### src/design/spmm_pkg.sv
// Purpose: Constants for the switch power mode manager
// Assumes: Registers are 8 bits wide, reached by an 8-bit register number
// Notes:   Go-sleep unit and beacon timing are held here as cycle counts
`default_nettype none
package spmm_pkg;
    // Register numbers
    localparam logic [7:0] ADDR_PWR_MODE   = 8'h0e;
    localparam logic [7:0] ADDR_GO_SLEEP   = 8'h0f;
    localparam logic [7:0] ADDR_PORT_CTL_A = 8'h1d;
    localparam logic [7:0] ADDR_PORT_CTL_B = 8'h2d;
    localparam logic [7:0] ADDR_PORT_CTL_C = 8'h3d;
    localparam logic [7:0] ADDR_PORT_CTL_D = 8'h4d;
    // Field positions
    localparam int MODE_LSB     = 3;
    localparam int PORT_PD_BIT  = 3;
    localparam int MII_PD_BIT   = 11;
    // Reset values
    localparam logic [7:0] RST_PWR_MODE = 8'h00;
    localparam logic [7:0] RST_GO_SLEEP = 8'h00;
    localparam logic [7:0] RST_PORT_CTL = 8'h00;
    // Mode encodings
    localparam logic [1:0] MODE_NORMAL  = 2'h0;
    localparam logic [1:0] MODE_EDETECT = 2'h1;
    localparam logic [1:0] MODE_SOFTPD  = 2'h2;
    // Timing at 125 MHz
    localparam int CLK_MHZ        = 125;
    localparam int PULSE_NS       = 120;
    localparam int PULSE_CYC      = (PULSE_NS * CLK_MHZ + 999) / 1000;
    localparam int BEACON_MS      = 1000;
    localparam int BEACON_CYC     = BEACON_MS * CLK_MHZ * 1000;
    localparam int SLEEP_UNIT_MS  = 1;
    localparam int SLEEP_UNIT_CYC = SLEEP_UNIT_MS * CLK_MHZ * 1000;
    // Energy-detect sub-state
    typedef enum logic {ED_AWAKE, ED_ASLEEP} spmm_ed_t;
endpackage
`default_nettype wire

### src/design/spmm_top.sv
// Purpose: Power mode sequencer for a five-port switch
// Assumes: Host register access arrives as a one-cycle strobe on CLK_I
// Notes:   Enable outputs are active high; internal reset is a pulse
`timescale 1ns/1ps
`default_nettype none
module spmm_top #(
    parameter int NPORT      = 4,
    parameter int BEACON_CYC = spmm_pkg::BEACON_CYC,
    parameter int UNIT_CYC   = spmm_pkg::SLEEP_UNIT_CYC
) (
    input  wire logic             CLK_I,        // Core clock
    input  wire logic             RSTN_I,       // Async reset, low
    input  wire logic             REG_WR_I,     // Register write strobe
    input  wire logic             REG_RD_I,     // Register read strobe
    input  wire logic [7:0]       REG_ADDR_I,   // Register number
    input  wire logic [7:0]       REG_WDATA_I,  // Write data
    output logic      [7:0]       REG_RDATA_O,  // Read data
    input  wire logic             ENERGY_I,     // Cable energy, async pin
    input  wire logic             LINK_UP_I,    // Cable attached, async pin
    input  wire logic [NPORT-1:0] MII_PD_I,     // PHY ctrl reg 0 bit 11 per port
    output logic                  PLL_EN_O,     // PLL clocks running
    output logic                  PHY_EN_O,     // PHYs fully powered
    output logic                  MAC_EN_O,     // MACs powered
    output logic                  HOST_EN_O,    // Host interface usable
    output logic                  RX_DET_EN_O,  // Receiver energy detect on
    output logic                  BEACON_O,     // Line pulse
    output logic [NPORT-1:0]      PORT_PD_O,    // Per-port PHY power-down
    output logic                  INT_RST_O     // Internal reset pulse
);
    // Pin synchronisers; first stage read only by second
    logic [1:0] en_s1_q, en_s2_q;
    always_ff @(posedge CLK_I or negedge RSTN_I) begin
        if (!RSTN_I) begin
            en_s1_q <= 2'h0;
            en_s2_q <= 2'h0;
        end else begin
            en_s1_q <= {LINK_UP_I, ENERGY_I};
            en_s2_q <= en_s1_q;
        end
    end
    logic energy, link_up;
    assign energy  = en_s2_q[0];
    assign link_up = en_s2_q[1];

    // Register state
    logic [7:0]       mode_reg_q, mode_reg_d;   // Power mode control
    logic [7:0]       sleep_q, sleep_d;         // Go-sleep time
    logic [7:0]       pctl_q [NPORT], pctl_d [NPORT]; // Port control copies
    logic [1:0]       mode;                     // Decoded mode field
    logic             soft_wake;                // Host touch in soft-down
    logic [7:0]       rdata_d;                  // Read mux

    assign mode      = mode_reg_q[spmm_pkg::MODE_LSB +: 2];
    assign soft_wake = (mode == spmm_pkg::MODE_SOFTPD) && (REG_WR_I || REG_RD_I);

    // Port address lookup
    function automatic logic [7:0] port_addr(input int i);
        case (i)
            0: port_addr = spmm_pkg::ADDR_PORT_CTL_A;
            1: port_addr = spmm_pkg::ADDR_PORT_CTL_B;
            2: port_addr = spmm_pkg::ADDR_PORT_CTL_C;
            default: port_addr = spmm_pkg::ADDR_PORT_CTL_D;
        endcase
    endfunction

    // Register writes and reads; a soft-down access restores defaults instead
    always_comb begin
        mode_reg_d = mode_reg_q;
        sleep_d    = sleep_q;
        pctl_d     = pctl_q;
        rdata_d    = 8'h00;
        if (soft_wake) begin
            mode_reg_d = spmm_pkg::RST_PWR_MODE;
            sleep_d    = spmm_pkg::RST_GO_SLEEP;
            for (int i = 0; i < NPORT; i++) pctl_d[i] = spmm_pkg::RST_PORT_CTL;
        end else if (REG_WR_I) begin
            // Writes of mode accepted in any mode but soft-down; leaving normal is the host's call
            if (REG_ADDR_I == spmm_pkg::ADDR_PWR_MODE) mode_reg_d = REG_WDATA_I;
            if (REG_ADDR_I == spmm_pkg::ADDR_GO_SLEEP) sleep_d = REG_WDATA_I;
            for (int i = 0; i < NPORT; i++)
                if (REG_ADDR_I == port_addr(i)) pctl_d[i] = REG_WDATA_I;
        end
        if (REG_RD_I && !soft_wake) begin
            if (REG_ADDR_I == spmm_pkg::ADDR_PWR_MODE) rdata_d = mode_reg_q;
            if (REG_ADDR_I == spmm_pkg::ADDR_GO_SLEEP) rdata_d = sleep_q;
            for (int i = 0; i < NPORT; i++)
                if (REG_ADDR_I == port_addr(i)) rdata_d = pctl_q[i];
        end
    end

    always_ff @(posedge CLK_I or negedge RSTN_I) begin
        if (!RSTN_I) begin
            mode_reg_q  <= spmm_pkg::RST_PWR_MODE;
            sleep_q     <= spmm_pkg::RST_GO_SLEEP;
            for (int i = 0; i < NPORT; i++) pctl_q[i] <= spmm_pkg::RST_PORT_CTL;
            REG_RDATA_O <= 8'h00;
        end else begin
            mode_reg_q  <= mode_reg_d;
            sleep_q     <= sleep_d;
            pctl_q      <= pctl_d;
            REG_RDATA_O <= rdata_d;
        end
    end

    // Energy-detect sub-state and quiet timer; timer counts units of go-sleep
    spmm_pkg::spmm_ed_t ed_q, ed_d;
    logic [31:0] unit_q, unit_d;   // Cycles within one unit
    logic [8:0]  quiet_q, quiet_d; // Whole units of quiet
    always_comb begin
        ed_d    = ed_q;
        unit_d  = unit_q;
        quiet_d = quiet_q;
        if (mode != spmm_pkg::MODE_EDETECT || energy) begin
            unit_d  = 32'h0000_0000;
            quiet_d = 9'h000;
            ed_d    = spmm_pkg::ED_AWAKE;
        end else begin
            case (ed_q)
                spmm_pkg::ED_AWAKE: begin
                    if (unit_q >= 32'(UNIT_CYC - 1)) begin
                        unit_d  = 32'h0000_0000;
                        quiet_d = quiet_q + 9'h001;
                    end else begin
                        unit_d = unit_q + 32'h0000_0001;
                    end
                    // Strictly longer than the programmed time
                    if (quiet_q > {1'b0, sleep_q}) ed_d = spmm_pkg::ED_ASLEEP;
                end
                spmm_pkg::ED_ASLEEP: ed_d = spmm_pkg::ED_ASLEEP;
                default: ed_d = spmm_pkg::ED_AWAKE;
            endcase
        end
    end
    always_ff @(posedge CLK_I or negedge RSTN_I) begin
        if (!RSTN_I) begin
            ed_q    <= spmm_pkg::ED_AWAKE;
            unit_q  <= 32'h0000_0000;
            quiet_q <= 9'h000;
        end else begin
            ed_q    <= ed_d;
            unit_q  <= unit_d;
            quiet_q <= quiet_d;
        end
    end

    // One-second beacon in detect mode without a cable
    logic [31:0] bcn_q, bcn_d;
    logic        bcn_on;
    assign bcn_on = (mode == spmm_pkg::MODE_EDETECT) && !link_up;
    always_comb begin
        bcn_d = 32'h0000_0000;
        if (bcn_on) bcn_d = (bcn_q >= 32'(BEACON_CYC - 1)) ? 32'h0000_0000 : bcn_q + 32'h0000_0001;
    end

    // Block enables, a pure function of mode and sub-state, registered
    logic       asleep;
    logic [NPORT-1:0] pd_d;
    assign asleep = (mode == spmm_pkg::MODE_EDETECT) && (ed_q == spmm_pkg::ED_ASLEEP);
    always_comb begin
        for (int i = 0; i < NPORT; i++)
            pd_d[i] = pctl_q[i][spmm_pkg::PORT_PD_BIT] | MII_PD_I[i];
    end
    always_ff @(posedge CLK_I or negedge RSTN_I) begin
        if (!RSTN_I) begin
            bcn_q       <= 32'h0000_0000;
            PLL_EN_O    <= 1'b1;
            PHY_EN_O    <= 1'b1;
            MAC_EN_O    <= 1'b1;
            HOST_EN_O   <= 1'b1;
            RX_DET_EN_O <= 1'b1;
            BEACON_O    <= 1'b0;
            PORT_PD_O   <= '0;
            INT_RST_O   <= 1'b0;
        end else begin
            bcn_q       <= bcn_d;
            // Normal and awake run everything; sleep keeps only receiver detect, soft-down drops all
            PLL_EN_O    <= !asleep && mode != spmm_pkg::MODE_SOFTPD;
            PHY_EN_O    <= !asleep && mode != spmm_pkg::MODE_SOFTPD;
            MAC_EN_O    <= !asleep && mode != spmm_pkg::MODE_SOFTPD;
            // Host stays able to decode a wake access in soft-down by strobe
            HOST_EN_O   <= !asleep && mode != spmm_pkg::MODE_SOFTPD;
            RX_DET_EN_O <= mode != spmm_pkg::MODE_SOFTPD;
            BEACON_O    <= bcn_on && (bcn_q < 32'(spmm_pkg::PULSE_CYC));
            PORT_PD_O   <= pd_d;
            INT_RST_O   <= soft_wake;
        end
    end

    // Checks
    property p_sleep_off;
        @(posedge CLK_I) disable iff (!RSTN_I) asleep |=> !PLL_EN_O && !MAC_EN_O && RX_DET_EN_O;
    endproperty
    a_sleep_off: assert property (p_sleep_off) else $error("sleep left blocks on");
    property p_softpd;
        @(posedge CLK_I) disable iff (!RSTN_I)
            (mode == spmm_pkg::MODE_SOFTPD && !soft_wake) |=> !PLL_EN_O && !PHY_EN_O;
    endproperty
    a_softpd: assert property (p_softpd) else $error("soft-down left clocks on");
    property p_wake;
        @(posedge CLK_I) disable iff (!RSTN_I)
            soft_wake |=> INT_RST_O && mode == spmm_pkg::MODE_NORMAL && sleep_q == 8'h00;
    endproperty
    a_wake: assert property (p_wake) else $error("soft-down access did not reset");
    property p_normal;
        @(posedge CLK_I) disable iff (!RSTN_I)
            mode == spmm_pkg::MODE_NORMAL |=> PLL_EN_O && PHY_EN_O && MAC_EN_O && HOST_EN_O;
    endproperty
    a_normal: assert property (p_normal) else $error("normal mode not fully on");
    property p_energy;
        @(posedge CLK_I) disable iff (!RSTN_I) energy |=> ed_q == spmm_pkg::ED_AWAKE;
    endproperty
    a_energy: assert property (p_energy) else $error("energy did not wake");
    property p_enter;
        @(posedge CLK_I) disable iff (!RSTN_I)
            (mode == spmm_pkg::MODE_EDETECT && !energy && ed_q == spmm_pkg::ED_AWAKE
             && quiet_q > {1'b0, sleep_q}) |=> ed_q == spmm_pkg::ED_ASLEEP;
    endproperty
    a_enter: assert property (p_enter) else $error("quiet time did not sleep");
    property p_early;
        @(posedge CLK_I) disable iff (!RSTN_I)
            (ed_q == spmm_pkg::ED_AWAKE && quiet_q <= {1'b0, sleep_q}) |=> ed_q == spmm_pkg::ED_AWAKE;
    endproperty
    a_early: assert property (p_early) else $error("slept too early");
    property p_pd;
        @(posedge CLK_I) disable iff (!RSTN_I) 1'b1 |=> PORT_PD_O == $past(pd_d);
    endproperty
    a_pd: assert property (p_pd) else $error("port power-down mismatch");
    // Beacon width counter for the check below; saturates so a stuck pin cannot wrap
    logic [7:0] bw_q, bw_d;
    always_comb begin
        bw_d = 8'h00;
        if (BEACON_O) bw_d = (bw_q == 8'hff) ? bw_q : bw_q + 8'h01;
    end
    always_ff @(posedge CLK_I or negedge RSTN_I) begin
        if (!RSTN_I) begin
            bw_q <= 8'h00;
        end else begin
            bw_q <= bw_d;
        end
    end
    // A pulse cut short by a cable or mode change is not a width error
    property p_beacon;
        @(posedge CLK_I) disable iff (!RSTN_I)
            $fell(BEACON_O) && bcn_on |-> bw_q == 8'(spmm_pkg::PULSE_CYC);
    endproperty
    a_beacon: assert property (p_beacon) else $error("beacon width wrong");
endmodule
`default_nettype wire

### config.mk
export PLATFORM = sky130hd
export DESIGN_NAME = spmm_top
export DESIGN_NICKNAME = d
export VERILOG_FILES = /design/src/design/spmm_pkg.sv /design/src/design/spmm_top.sv
export SDC_FILE = /design/constraint.sdc
export NUM_CORES = 1
export LEC_CHECK = 0
export BUFFER_PORTS_ARGS = -buffer_cell sky130_fd_sc_hd__buf_2
export CAP_MARGIN = 20
export CORE_ASPECT_RATIO = 0.6
export CORE_MARGIN = 2
export CORE_UTILIZATION = 55
export CTS_BUF_LIST = sky130_fd_sc_hd__clkbuf_4 sky130_fd_sc_hd__clkbuf_8
export CTS_CLUSTER_DIAMETER = 100
export DETAILED_ROUTE_END_ITERATION = 10
export PLACE_DENSITY = 0.85
export SYNTH_ARGS = -nofsm -noshare
export SYNTH_HDL_FRONTEND = slang
export SYNTH_SLANG_ARGS = --single-unit
### constraint.sdc
create_clock -name CLK_I -period 2.9 [get_ports CLK_I]
set_clock_uncertainty 0.2 [all_clocks]
set_input_delay 0.29 -clock CLK_I [delete_from_list [all_inputs] [get_ports CLK_I]]
set_output_delay 0.29 -clock CLK_I [all_outputs]
set_load 0.02 [all_outputs]
======== Yosys cells after proc, flatten, opt, wreduce, memory -nomap -nowiden ========
Cells that the tools add are included.
cells by class
  multiplexer cells ....................... 42
  $mul .................................... 0
  bitwise operators ....................... 5
  reduce and logical (&&, ||, !) cells .... 26
  $add $sub $neg .......................... 3
  shift operators ......................... 0
  divide/modulo/power cells ............... 0
  order comparisons ....................... 4
  equal/unequal tests ..................... 15
operator list
  kind                                                                                   number
  8-bit two-way mux                                                                      29
  32-bit two-way mux                                                                     7
  32-bit by 1-bit adder with 32-bit output, second input constant                        2
  8-bit equality test                                                                    8
  32-bit by 17-bit greater-or-equal comparator with 1-bit output, second input constant  1
  32-bit by 27-bit greater-or-equal comparator with 1-bit output, second input constant  1
  32-bit by 4-bit < comparator with 1-bit output, second input constant                  1
  9-bit two-way mux                                                                      3
  8-bit by 4-bit equality test with 1-bit output, second input constant                  2
  2-bit nonzero test                                                                     8
  2-bit AND reduction                                                                    7
  9-bit by 1-bit adder with 9-bit output, second input constant                          1
  9-bit by 8-bit greater-than comparator with 1-bit output                               1
  1-bit logical AND                                                                      6
  2-bit by 1-bit != test with 1-bit output, second input constant                        2
  1-bit bitwise OR                                                                       4
  1-bit zero test                                                                        3
  2-bit by 1-bit equality test with 1-bit output, second input constant                  1
  2-bit equality test, second input constant                                             1
  1-bit logical OR                                                                       2
  1-bit two-way mux                                                                      2
  2-bit != test, second input constant                                                   1
  1-bit case mux with 2 select lines                                                     1
  1-bit inverter                                                                         1
storage, ports and cells
  bits in latches ......................... 0
  output and inout port bits .............. 19
  memories kept ........................... 0
  logic and storage cells ................. 113
  bits in writable memories ............... 0
  flip-flop bits (word level) ............. 142
  ROM bits ................................ 0

======== Longest topological paths before layout ========
  depth after elaboration ................. 11
  depth in mapped cells ................... 8

======== Worst setup path after synthesis ========
No wires, ideal clock.
  path kind ............................... register -> register
  from .................................... reg unit_q[0]
  to ...................................... reg quiet_q[4]
  cell stages (with the launch flop) ...... 9
  data required time ...................... 2573 ps
  buffers on the path ..................... 1
  path slack .............................. 601 ps
  arrival time ............................ 1973 ps
  path through ............................ dfrtp_1 ha_1 a2111o_1 a211o_1 a211oi_2 buf_2 nor3_1 xnor2_1 nor2_1
between the ends
  word-level cells in the longest chain between the ends .. 3
RTL lines
  element                                                         line             text
  start, declared                                                 spmm_top.sv:107  logic [31:0] unit_q, unit_d;
  start signal, assigned                                          spmm_top.sv:141  unit_q <= unit_d;
  32-bit by 17-bit greater-or-equal comparator with 1-bit output  spmm_top.sv:120  if (unit_q >= 32'(UNIT_CYC - 1)) begin
  2-bit nonzero test (no line)                                    --
  2-bit AND reduction (no line)                                   --
  end signal, assigned                                            spmm_top.sv:142  quiet_q <= quiet_d;
  end, declared                                                   spmm_top.sv:108  logic [8:0] quiet_q, quiet_d;
No other way between the ends.
A chain may end at the register's enable or synchronous reset.

======== Worst setup path in the final report ========
  from .................................... reg unit_q[0]
  to ...................................... reg quiet_q[3]
The elaborated chain is that of the path after synthesis.

==> reports/metrics.yaml <==
run_status:
  status: "finished clean"
clocking:
  cts_sinks: 142
  tritoncts: "built"
  cts-buffers-inserted: 17
  cts.path.max_buffers: 2
  root_buffer: "clkbuf_8"
  path_clk_slew_ns: 0.09
  clk_latency_ns: 0.47
  post_cts_buffers: 0
  cts_resized: 0
  cts-htree-levels: 4
yosys:
  async_flop_share: 1.000
  synth_cell_types: 50
  ys.flop_type: "dfrtp_1"
  syn_inst: 658
  syn_area_per_cell_sq_um: 10.14
  synth_seq_area_share: 0.5329
  synth-edff-count: 0
  ys_ff_latch: 142
  netlist_area_sq_um: 6673
  yosysWarnings: 0
job:
  drv_cap: 0
sta:
  rsz0062_at_grt: "no"
  post-route-period-util: 0.8699
  clock.fmax_mhz: 396.4
  max-slew-margin-rel: 0.4798
  setup-violations-final: 0
  whs_ns: 0.04479
  tightestPinTransition_ns: 0.7732
  hold_viol_final: 0
  fin_crit_ns: 2.523
  setup_tns_ns: 0
  drv_slew: 0
worst_setup_path:
  cp_max_fo: 12
  start_kind: "flip-flop"
  critPathBufInv: 1
  worst_path_max_delay_cell: "dfrtp_1"
  critPathKind: "reg2reg"
  cp_data_arrival_time_ns: 2.67
  rr_worst_depth: 8
  rrSetupSlack_ns: 0.38
  worstPathCellList: "ha_1, a2111o_1, a211o_1, a211oi_2, buf_4, nor3_1, xnor2_1, nor2_1"
  path_delay_family: "compound AO/OA/AOI/OAI gates"
  cp-startpoint: "unit_q[0]$_DFFE_PN0P_"
  worst-path-stages: 8
  crit_path_end: "quiet_q[3]$_DFFE_PN0P_"
  r2r-start: "unit_q[0]$_DFFE_PN0P_"
  cp.required_ns: 3.04
  r2r-end: "quiet_q[3]$_DFFE_PN0P_"
  cp_slowest_stage_delay_ns: 0.42
  cp-end-kind: "flip-flop"
pwr:
  p_leak_nw: 3.769
  p_total_mw: 3.960
  peakVddDrop_mv: 0.3369
  powerDensity_nw_per_um2: 514.9
cells_and_area:
  diodes: 0
  drive_above_1_share: 0.1479
  final_cell_mix: "146 x nor2_1, 140 x dfrtp_1, 55 x mux2i_1, 43 x buf_2, 32 x nand2_1"
  final_core_util: 0.6437
  nets: 761
  area_growth_pct: 15.24
  layout_commonest_cell: "nor2_1"
global_route:
  first_global_vias: 5158
  grt_max_degree: 72
  grt_usage: 0.2507
  grt-ovfl-total: 0
  grt_first_pass_wirelength_um: 25590
  antenna_found_initial: 0
routing:
  drc_errors: 0
  drtAntennaViolNets: 0
  routedWlPerCell_um: 16.70
  drt-pass1-iter-count: 5
  drt_iter0_markers: 535
  totalWireLength_um: 15060
  vias: 5222
  vias_per_cell: 5.789
placement:
  place_congestion: 0.9162
  numPortBuffers: 44
  dp_hpwl_um: 10260
floorplanning:
  placementRows: 31
  fp.dieH_um: 89.32
  ios: 45
  dieArea_sq_um: 13060
  initial_utilization: 0.5585
  die_x_um: 146.2
  placeableCoreArea_sq_um: 11950
min_path:
  hold_class: "in2reg"
[cell usage after synthesis (2+ instances only)]
cell      number  area share
and3_1         8      0.0075
nor3b_1        3      0.0034
and2_1         2      0.0019
a22oi_1        8      0.0090
mux2i_1       55       0.083
nand4_1       14       0.013
dfrtp_1      140        0.53
o21a_1         4      0.0045
or2_2          6      0.0056
inv_1         15      0.0084
o21ai_1        2      0.0015
nor4_1        12       0.011
clkbuf_1      20       0.011
nor2_1       148       0.083
xnor2_1       28       0.037
a211oi_1       2      0.0022
a21oi_1       15       0.011
nand3b_1       2      0.0022
nor3_1        14       0.011
xor2_1        18       0.024
buf_4          3      0.0034
and4_1         4      0.0052
nor2b_1        3      0.0028
o21ai_0       16       0.012
ha_1          11       0.021
buf_2          4      0.0030
nand2b_1       4      0.0037
a31oi_1        6      0.0056
nand3_1       27       0.020
dfstp_2        2      0.0079
nand2_1       32       0.018
mux2_2         8       0.014
or4_1          5      0.0056
[through the flow]
step           setup WS (ns)  instances  instance area (sq um)
5_1_grt               0.2829        902                   7690
6_report              0.3773        902                   7690
4_1_cts               0.3632        901                   7675
2_1_floorplan         0.6005        662                   6688
3_3_place_gp          0.4995        854                   7099
3_5_place_dp          0.3322        854                   7099
[worst min-delay path by stage]
| stage | start | endpoint | slack, ns | cells after the start |
|---|---|---|---|---|
| finish | REG_RD_I | mode_reg_q[3]$_DFFE_PN0P_ | 0.04 | 4 |
| global route | REG_RD_I | mode_reg_q[3]$_DFFE_PN0P_ | 0.10 | 4 |
| CTS | REG_RD_I | mode_reg_q[3]$_DFFE_PN0P_ | 0.04 | 4 |
| detailed placement | RSTN_I | pctl_q[8]$_DFFE_PN0P_ | 0.14 | 1 |
| global placement | RSTN_I | pctl_q[8]$_DFFE_PN0P_ | 0.13 | 1 |
| floorplan | RSTN_I | BEACON_O$_DFF_PN0_ | -0.21 | 0 |
[flip-flops by register name (all words and copies together), names as in the netlist]
| register | count |
|---|---|
| unit_q | 32 |
| en_s1_q | 2 |
| REG_RDATA_O | 8 |
| quiet_q | 9 |
| pctl_q | 32 |
| RX_DET_EN_O | 1 |
| PORT_PD_O | 4 |
| BEACON_O | 1 |
| sleep_q | 8 |
| bcn_q | 32 |
| mode_reg_q | 8 |
| en_s2_q | 2 |
| HOST_EN_O | 1 |
| INT_RST_O | 1 |
| ed_q | 1 |
[power by group]
group | switching (mW) | internal (mW)
logic | 0.148 | 0.0927
registers | 0.0282 | 2.02
clock network | 0.923 | 0.744
[metal layers]
metal	vias up	global-route usage	wire (um)	share of wire
li1	2395	-	-	-
met1	2586	0.3433	6899	0.46
met2	212	0.3885	6754	0.45
met3	29	0.07857	1205	0.080
met4	0	0.08297	200	0.013
met5	-	0	0	0
[worst reg2reg max path: cells and delay by family (launching register included)]
family,cells,cell delay [ns]
simple gates,2,0.16
compound gates,3,0.95
xor+xnor,1,0.19
fa+ha+maj,1,0.26
flops,1,0.42
buf+inv,1,0.23
[logic make-up (layout without fill, tap and decap cells)]
family	after synthesis	after routing	synth area share
adders and majority gates	11	11	0.02063
and+or+nand+nor	291	291	0.2055
AOI/OAI and AO/OA	61	61	0.05738
xor gates and xnor gates	46	46	0.06038
muxes	63	63	0.09601
DFF	142	142	0.5329
other	1	5	0.0005620
buffers and inverters	43	118	0.02663
[cell type report]
cell class                      instances  area (sq um)
Inverter                               15         56.30
Sequential cell                       142          3556
Tap cell                              165         206.4
Fill cell                             911          4257
Clock buffer                           17         234.0
Clock inverter                         15         191.4
Multi-Input combinational cell        477          2959
Timing Repair Buffer                   71         486.7
[timing repair]
item | CTS | global route
hold endpoints to repair | 114 | 0
setup endpoints to repair | 0 | 0
hold buffers | 15 | 0
Power figures use the tool's default switching activity.
